==> config.mk <==
export PLATFORM = sky130hd
export DESIGN_NAME = sdbpc_core
export DESIGN_NICKNAME = d
export VERILOG_FILES = /design/src/rtl/sdbpc_pkg.sv /design/src/rtl/sdbpc_colgen.sv /design/src/rtl/sdbpc_core.sv /design/src/rtl/sdbpc_fifo.sv
export VERILOG_INCLUDE_DIRS = /design/src /design/src/rtl
export SDC_FILE = /design/constraint.sdc
export NUM_CORES = 1
export LEC_CHECK = 0
export BUFFER_PORTS_ARGS = -buffer_cell sky130_fd_sc_hd__buf_2
export CAP_MARGIN = 10
export CORE_MARGIN = 1
export CORE_UTILIZATION = 57
export CTS_BUF_LIST = sky130_fd_sc_hd__clkbuf_16
export DETAILED_ROUTE_END_ITERATION = 8
export GPL_ROUTABILITY_DRIVEN = 0
export HOLD_SLACK_MARGIN = 0.03
export PLACE_DENSITY = 0.79
export SYNTH_ARGS = -nofsm -noshare
export SYNTH_HDL_FRONTEND = slang
export SYNTH_SLANG_ARGS = --single-unit
==> constraint.sdc <==
create_clock -name ref_clk -period 3.89 [get_ports ref_clk]
set_input_delay 0.1945 -clock ref_clk [delete_from_list [all_inputs] [get_ports ref_clk]]
set_output_delay 0.1945 -clock ref_clk [all_outputs]
set_load 0.02 [all_outputs]
==> src/rtl/sdbpc_params.svh <==
// Constants for the burst, precharge and power control block.
`ifndef SDBPC_PARAMS_SVH
`define SDBPC_PARAMS_SVH
`define SDBPC_AP_BIT        10
`define SDBPC_ALLBANK_BIT   10
`define SDBPC_BANKLO_BIT    12
`define SDBPC_BANKHI_BIT    13
`define SDBPC_BL_1          3'h0
`define SDBPC_BL_2          3'h1
`define SDBPC_BL_4          3'h2
`define SDBPC_BL_8          3'h3
`define SDBPC_BL_PAGE       3'h7
`define SDBPC_FIFO_DEPTH    8
`define SDBPC_CL_RESET      2'h2
`endif

==> src/rtl/sdbpc_pkg.sv <==
// Types for the burst, precharge and power control block.
package sdbpc_pkg;
    typedef enum logic [2:0] {
        SDBPC_CMD_NOP,
        SDBPC_CMD_DESEL,
        SDBPC_CMD_READ,
        SDBPC_CMD_WRITE,
        SDBPC_CMD_PRE,
        SDBPC_CMD_BST,
        SDBPC_CMD_SREF,
        SDBPC_CMD_OTHER
    } sdbpc_cmd_t;

    typedef struct packed {
        logic        cs_n;
        logic        ras_n;
        logic        cas_n;
        logic        we_n;
        logic        cke;
        logic [13:0] addr;
    } sdbpc_pins_t;

    typedef struct packed {
        logic [2:0] burst_length_setting;
        logic       interleave;
        logic [1:0] cas_latency;
    } sdbpc_mode_t;
endpackage

==> src/rtl/sdbpc_colgen.sv <==
// Burst column address generator for sequential and interleaved order.
`timescale 1ns/10ps
`include "sdbpc_params.svh"
module sdbpc_colgen
    import sdbpc_pkg::*;
#(
    parameter int COL_W = 9
) (
    // Burst setup
    input  wire logic [COL_W-1:0] start_col,
    input  wire logic [COL_W-1:0] beat,
    input  wire sdbpc_mode_t      mode,
    // Result
    output logic      [COL_W-1:0] col
);
    logic [COL_W-1:0] mask;
    logic [COL_W-1:0] sum;

    always_comb begin
        unique case (mode.burst_length_setting)
            `SDBPC_BL_2:    mask = COL_W'(1);
            `SDBPC_BL_4:    mask = COL_W'(3);
            `SDBPC_BL_8:    mask = COL_W'(7);
            `SDBPC_BL_PAGE: mask = '1;
            default:        mask = '0;
        endcase
        sum = start_col + beat;
        if (mode.interleave && mode.burst_length_setting != `SDBPC_BL_PAGE) begin
            col = (start_col & ~mask) | ((start_col ^ beat) & mask);
        end else begin
            col = (start_col & ~mask) | (sum & mask);
        end
    end
endmodule

==> src/rtl/sdbpc_core.sv <==
// Command decode, burst control, precharge and power control of a four-bank SDRAM.
`timescale 1ns/10ps
`include "sdbpc_params.svh"
module sdbpc_core
    import sdbpc_pkg::*;
#(
    parameter int COL_W  = 9,
    parameter int DATA_W = 8,
    parameter int DEPTH  = `SDBPC_FIFO_DEPTH
) (
    // Clocking
    input  wire logic              ref_clk,
    input  wire logic              srst,
    input  wire logic              ce,
    // Command pins
    input  wire sdbpc_pins_t       pins,
    input  wire logic [1:0]        bank_sel,
    input  wire logic              dqm,
    // Mode setting
    input  wire sdbpc_mode_t       mode,
    // Data pins
    input  wire logic [DATA_W-1:0] dq_in,
    output logic      [DATA_W-1:0] dq_out,
    output logic                   dq_oe,
    input  wire logic [DATA_W-1:0] rd_data,
    // Array write port
    output logic                   arr_wr_valid,
    input  wire logic              arr_wr_ready,
    output logic      [DATA_W-1:0] arr_wr_data,
    output logic      [COL_W-1:0]  col_addr,
    output logic                   col_valid,
    output logic                   fifo_in_ready,
    // Status
    output logic      [3:0]        bank_precharge,
    output logic                   self_refresh,
    output logic                   power_down,
    output logic                   write_active,
    output logic                   read_active
);
    typedef enum logic [1:0] {ST_IDLE, ST_READ, ST_WRITE} sdbpc_burst_t;

    sdbpc_cmd_t       cmd;
    sdbpc_burst_t     state;
    sdbpc_burst_t     next_state;
    logic [COL_W-1:0] start_col;
    logic [COL_W-1:0] next_start_col;
    logic [COL_W-1:0] beat;
    logic [COL_W-1:0] next_beat;
    logic             ap;
    logic             next_ap;
    logic [1:0]       bank;
    logic [1:0]       next_bank;
    logic [3:0]       drain;
    logic [3:0]       next_drain;
    logic [3:0]       next_bank_precharge;
    logic             next_self_refresh;
    logic             next_power_down;
    logic             next_dq_oe;
    logic [DATA_W-1:0] next_dq_out;
    logic [COL_W-1:0] col_now;
    logic             last_beat;
    logic             wr_take;
    logic             flush;
    logic             gated;

    function automatic logic [COL_W-1:0] beats_of(input logic [2:0] bl);
        unique case (bl)
            `SDBPC_BL_2: beats_of = COL_W'(2);
            `SDBPC_BL_4: beats_of = COL_W'(4);
            `SDBPC_BL_8: beats_of = COL_W'(8);
            `SDBPC_BL_PAGE: beats_of = '0;
            default: beats_of = COL_W'(1);
        endcase
    endfunction

    function automatic sdbpc_cmd_t decode(input sdbpc_pins_t p);
        if (p.cs_n) begin
            decode = SDBPC_CMD_DESEL;
        end else begin
            unique case ({p.ras_n, p.cas_n, p.we_n})
                3'h7: decode = SDBPC_CMD_NOP;
                3'h6: decode = SDBPC_CMD_BST;
                3'h5: decode = SDBPC_CMD_READ;
                3'h4: decode = SDBPC_CMD_WRITE;
                3'h2: decode = SDBPC_CMD_PRE;
                3'h1: decode = p.cke ? SDBPC_CMD_OTHER : SDBPC_CMD_SREF;
                default: decode = SDBPC_CMD_OTHER;
            endcase
        end
    endfunction

    // Inputs other than cke are ignored while the receivers are gated.
    assign gated = self_refresh || power_down;
    assign cmd   = gated ? SDBPC_CMD_NOP : decode(pins);

    sdbpc_colgen #(
        .COL_W (COL_W)
    ) u_colgen (
        .start_col (start_col),
        .beat      (beat),
        .mode      (mode),
        .col       (col_now)
    );

    assign last_beat = (mode.burst_length_setting != `SDBPC_BL_PAGE) &&
                       (beat == beats_of(mode.burst_length_setting) - COL_W'(1));
    assign col_addr  = col_now;
    assign col_valid = (state != ST_IDLE);
    assign write_active = (state == ST_WRITE);
    assign read_active  = (state == ST_READ);

    // Write beats enter the FIFO only while a write burst is running.
    assign wr_take = !gated && (state == ST_WRITE) && !dqm &&
                     !(cmd == SDBPC_CMD_READ || cmd == SDBPC_CMD_BST || cmd == SDBPC_CMD_WRITE);
    assign flush   = 1'b0;

    sdbpc_fifo #(
        .WIDTH (DATA_W),
        .DEPTH (DEPTH)
    ) u_fifo (
        .ref_clk   (ref_clk),
        .srst      (srst),
        .ce        (ce),
        .flush     (flush),
        .in_valid  (wr_take),
        .in_ready  (fifo_in_ready),
        .in_data   (dq_in),
        .out_valid (arr_wr_valid),
        .out_ready (arr_wr_ready),
        .out_data  (arr_wr_data)
    );

    always_comb begin
        next_state          = state;
        next_start_col      = start_col;
        next_beat           = beat;
        next_ap             = ap;
        next_bank           = bank;
        next_bank_precharge = 4'h0;
        next_self_refresh   = self_refresh;
        next_power_down     = power_down;
        next_drain          = (drain != 4'h0) ? drain - 4'h1 : 4'h0;
        next_dq_oe          = (drain > 4'h1) || (state == ST_READ);
        next_dq_out         = rd_data;
        if (state != ST_IDLE && fifo_in_ready) begin
            next_beat = beat + COL_W'(1);
            if (last_beat) begin
                next_state = ST_IDLE;
                if (ap && state == ST_WRITE) begin
                    next_bank_precharge[bank] = 1'b1;
                end
                if (state == ST_READ) begin
                    next_drain = {2'h0, mode.cas_latency};
                end
            end
        end
        // Read auto-precharge fires CAS latency beats before the last beat.
        if (state == ST_READ && ap &&
            beat == beats_of(mode.burst_length_setting) - COL_W'(1) - COL_W'(mode.cas_latency)) begin
            next_bank_precharge[bank] = 1'b1;
        end
        if (self_refresh) begin
            next_self_refresh = !pins.cke;
        end else if (power_down) begin
            next_power_down = !pins.cke;
        end else begin
            unique case (cmd)
                SDBPC_CMD_READ, SDBPC_CMD_WRITE: begin
                    if (state == ST_READ && cmd == SDBPC_CMD_WRITE) begin
                        next_drain = 4'h0;
                    end
                    next_state     = (cmd == SDBPC_CMD_READ) ? ST_READ : ST_WRITE;
                    next_start_col = pins.addr[COL_W-1:0];
                    next_beat      = (cmd == SDBPC_CMD_WRITE) ? COL_W'(1) : '0;
                    next_ap        = pins.addr[`SDBPC_AP_BIT];
                    next_bank      = bank_sel;
                    if (cmd == SDBPC_CMD_WRITE && beats_of(mode.burst_length_setting) == COL_W'(1)) begin
                        next_state = ST_IDLE;
                        if (pins.addr[`SDBPC_AP_BIT]) begin
                            next_bank_precharge[bank_sel] = 1'b1;
                        end
                    end
                end
                SDBPC_CMD_BST: begin
                    if (state == ST_READ) begin
                        next_drain = {2'h0, mode.cas_latency};
                    end
                    next_state = ST_IDLE;
                end
                SDBPC_CMD_PRE: begin
                    if (pins.addr[`SDBPC_ALLBANK_BIT]) begin
                        next_bank_precharge = 4'hf;
                    end else begin
                        next_bank_precharge[{pins.addr[`SDBPC_BANKHI_BIT], pins.addr[`SDBPC_BANKLO_BIT]}] = 1'b1;
                    end
                end
                SDBPC_CMD_SREF: begin
                    next_self_refresh = 1'b1;
                end
                default: begin
                    if (!pins.cke && state == ST_IDLE) begin
                        next_power_down = 1'b1;
                    end
                end
            endcase
        end
        if (next_state == ST_READ) begin
            next_dq_oe = 1'b1;
        end
    end

    always_ff @(posedge ref_clk) begin
        if (srst) begin
            state          <= ST_IDLE;
            start_col      <= '0;
            beat           <= '0;
            ap             <= 1'b0;
            bank           <= 2'h0;
            drain          <= 4'h0;
            bank_precharge <= 4'h0;
            self_refresh   <= 1'b0;
            power_down     <= 1'b0;
            dq_oe          <= 1'b0;
            dq_out         <= '0;
        end else if (ce) begin
            state          <= next_state;
            start_col      <= next_start_col;
            beat           <= next_beat;
            ap             <= next_ap;
            bank           <= next_bank;
            drain          <= next_drain;
            bank_precharge <= next_bank_precharge;
            self_refresh   <= next_self_refresh;
            power_down     <= next_power_down;
            dq_oe          <= next_dq_oe;
            dq_out         <= next_dq_out;
        end
    end
endmodule

==> src/rtl/sdbpc_fifo.sv <==
// Synchronous FIFO for write data with valid and ready on both sides.
`timescale 1ns/10ps
module sdbpc_fifo #(
    parameter int WIDTH = 8,
    parameter int DEPTH = 8
) (
    // Clocking
    input  wire logic             ref_clk,
    input  wire logic             srst,
    input  wire logic             ce,
    input  wire logic             flush,
    // Fill side
    input  wire logic             in_valid,
    output logic                  in_ready,
    input  wire logic [WIDTH-1:0] in_data,
    // Drain side
    output logic                  out_valid,
    input  wire logic             out_ready,
    output logic      [WIDTH-1:0] out_data
);
    localparam int AW = $clog2(DEPTH);
    logic [WIDTH-1:0] mem [DEPTH];
    logic [AW-1:0]    wr_ptr;
    logic [AW-1:0]    rd_ptr;
    logic [AW:0]      count;
    logic [AW-1:0]    next_wr_ptr;
    logic [AW-1:0]    next_rd_ptr;
    logic [AW:0]      next_count;
    logic             push;
    logic             pop;

    assign in_ready  = (count != (AW+1)'(DEPTH));
    assign out_valid = (count != '0);
    assign out_data  = mem[rd_ptr];
    assign push      = in_valid && in_ready;
    assign pop       = out_valid && out_ready;

    always_comb begin
        next_wr_ptr = push ? ((wr_ptr == AW'(DEPTH-1)) ? '0 : wr_ptr + 1'b1) : wr_ptr;
        next_rd_ptr = pop ? ((rd_ptr == AW'(DEPTH-1)) ? '0 : rd_ptr + 1'b1) : rd_ptr;
        next_count  = count + (AW+1)'(push) - (AW+1)'(pop);
        if (flush) begin
            next_wr_ptr = '0;
            next_rd_ptr = '0;
            next_count  = '0;
        end
    end

    always_ff @(posedge ref_clk) begin
        if (srst) begin
            wr_ptr <= '0;
            rd_ptr <= '0;
            count  <= '0;
        end else if (ce) begin
            wr_ptr <= next_wr_ptr;
            rd_ptr <= next_rd_ptr;
            count  <= next_count;
            if (push && !flush) begin
                mem[wr_ptr] <= in_data;
            end
        end
    end
endmodule

==> results.yml <==
floorplan:
  num_rows: 36
  ios: 85
  coreArea_um2: 9950
  initial_core_util: 0.600
  dieWidth_um: 104
  die_h_um: 104
  dieArea_um2: 10900
drt:
  drc: 0
  ant_nets: 0
  totalWireLength_um: 13400
  vias: 4678
  wire_per_inst_um: 16.8
  avgViaCountPerCell: 5.88
  dr.pass1.iters: 6
  first_iter_violations: 254
clock_tree:
  cts_buffers: 17
  clock_sinks: 119
  clkTransAtPathRegs_ns: 0.05
  clock_latency_ns: 0.41
  cts_buffer_depth: 2
  cts_tree: "done"
  root_buffer: "clkbuf_16"
  htreeDepth: 4
  post-cts-setup-buffer-count: 0
global_routing:
  grt_pass1_vias: 4430
  grt_pass1_wl_um: 21500
  grt_max_degree: 44
  antenna_found_initial: 0
  overflow: 0
  groute.usage.overall: 0.253
pwr:
  p_per_area_nw_per_um2: 459
  switching_share: 0.259
  p_seq_frac: 0.413
  switching_power_mw: 0.861
  p_int_mw: 2.47
  p_comb_frac: 0.126
  clock_power_share: 0.461
  peakVddDrop_uv: 291
  power_leakage_nw: 2.82
place:
  place.port_buffers: 82
  dpl_worst_slack_ns: 0.630
  dp_hpwl_um: 8690
timing:
  tightest_slew_ns: 0.895
  finalWorstSetupSlack_ns: 0.859
  slew_headroom: 0.401
  period_share: 0.779
  fin_skew_ns: 0.0110
  hold_viol: 0
  setup_violations: 0
  setup_tns_ns: 0
  rsz0062_at_grt: "no"
  max_freq_ghz: 0.330
  slew_violations: 0
  finalCriticalPeriod_ns: 3.03
run:
  max_cap_viol_count: 0
logic_synthesis:
  async_flop_share: 0
  synth_area_um2: 5970
  yosys_warnings: 0
  yosys.area.top_type_share: 0.322
  synth_seq_cells: 119
  synth_edf_count: 64
  synth_nets: 623
  ys_types: 65
  yosys.area.top_type: "edfxtp_1"
  synthCells: 550
  synth_seq_area_share: 0.506
  avgSynthCellArea_um2: 10.9
  synthFlopType: "edfxtp_1"
  synth.area.top_cells: "edfxtp_1 (32%), dfxtp_1 (18%), mux4_2 (6.0%)"
worst_setup_path:
  cpMaxStageDelayCell: "dfxtp_1"
  cp.depth: 8
  cp-start-kind: "flip-flop"
  worstPathMaxFanout: 10
  cp_cell_sequence: "ha_1 > nor2b_1 > o31a_1 > o21a_1 > o41ai_1 > mux2i_1 > nand2_1 > buf_2"
  cp.required_ns: 3.70
  path_delay_family: "compound AO/OA/AOI/OAI gates"
  cpPeakStageDelay_ns: 0.56
  worstReg2RegStart: "state[1]"
  cp.arrival_ns: 2.84
  crit_buf_inv: 1
  end_kind: "output port"
  criticalPathCategory: "flip-flop to output port"
  critical_path.startpoint: "beat[2]"
  ff2ff_path_depth: 5
final_layout:
  final_cell_mix: "buf_2 (82), edfxtp_1 (64), dfxtp_1 (55), nand2_1 (53), nor2_1 (47)"
  final_common_cell: "buf_2"
  nNetsFinal: 723
  n_antenna_cell: 0
  area_growth_pct: 21.4
  drive_gt1_frac: 0.235
min_path:
  holdCritPathClass: "input pin to flip-flop"
  min_path_cells: 3
  hp-start: "pins[7]"
status:
  outcome: "completed"
-- sequential cells by signal (all words and copies together) (netlist names), named ones only --
name            cells
ap                  1
u_fifo.rd_ptr       3
u_fifo.mem         64
dq_out              8
bank_precharge      4
bank                2
dq_oe               1
self_refresh        1
beat                9
u_fifo.count        4
start_col           9
power_down          1
u_fifo.wr_ptr       3
drain               4
state               2
-- stage by stage --
step                instance area [um^2]  total power, mW  hold WS [ns]   util  std cells
floorplan                           5970             1.68         0.293      -        550
global placement                    6500             1.78         0.427  0.653        748
detailed placement                  6500             1.80         0.443  0.653        748
CTS                                 7250             3.34        0.0430  0.728        796
global route                        7250             3.44        0.0661  0.728        796
finish                              7250             3.33        0.0520  0.728        796
-- layout make-up --
cell class	instances	area [um^2]
clock inverter	14	138
clock buffer	18	450
tap	133	166
fill	703	2710
sequential	119	3020
timing repair buffer	104	616
multi-input combinational	378	2740
inverter	30	113
-- timing repair --
item                                   in CTS  in global routing
hold buffers                               16                  0
endpoints found under the hold margin      16                  0
resized for setup                           0                  0
-- worst register-to-register path, cell delays in order, from the launching register on --
cell and delay (ns):
dfxtp_1 0.41, and2b_1 0.23, nor4b_1 0.36, nand4_1 0.39
or3_1 0.51, nor2_1 0.71
-- power groups by stage --
stage | Combinational [mW] | Clock [mW] | Sequential, mW
after floorplan | 0.276 | 0 | 1.40
after global placement | 0.382 | 0 | 1.40
final | 0.418 | 1.54 | 1.37
after detailed placement | 0.400 | 0 | 1.40
after global routing | 0.458 | 1.61 | 1.38
after CTS | 0.418 | 1.55 | 1.37
-- metal layers --
| metal | part of all wire | GRT usage |
|---|---|---|
| met1 | 0.44 | 0.327 |
| met2 | 0.50 | 0.427 |
| met3 | 0.043 | 0.0514 |
| met4 | 0.014 | 0.0776 |
| met5 | 0 | 0 |
-- worst paths after layout --
check	endpoint	slack [ns]
setup / recovery	col_addr[8]	0.86
hold / removal	start_col[7]	0.05
setup reg to reg	u_fifo.mem[6][4]	0.90
hold reg to reg	start_col[5]	0.48
-- synthesized netlist by cell type, types with 5 or more instances --
library cell	n
mux2_2	10
mux4_2	16
xnor2_1	14
nand2_1	53
nor3b_1	7
nand2b_1	5
clkbuf_1	15
nand4_1	5
or3_1	5
nor2_1	47
xor2_1	6
dfxtp_1	55
and3_1	6
nor3_1	21
o21ai_0	19
ha_1	22
inv_1	30
a21oi_1	36
edfxtp_1	64
a31oi_1	7
nor2b_1	7
nand3_1	10
mux2i_1	13
-- cells by family after synthesis --
logic type	count (synthesis)	share of synthesized area
xor+xnor	20	0.0294
compound gates	108	0.117
flops	119	0.506
simple gates	186	0.156
mux	39	0.101
buf+inv	53	0.0342
fa+ha+maj	25	0.0562
No activity file was read; power rests on OpenSTA's default activity.
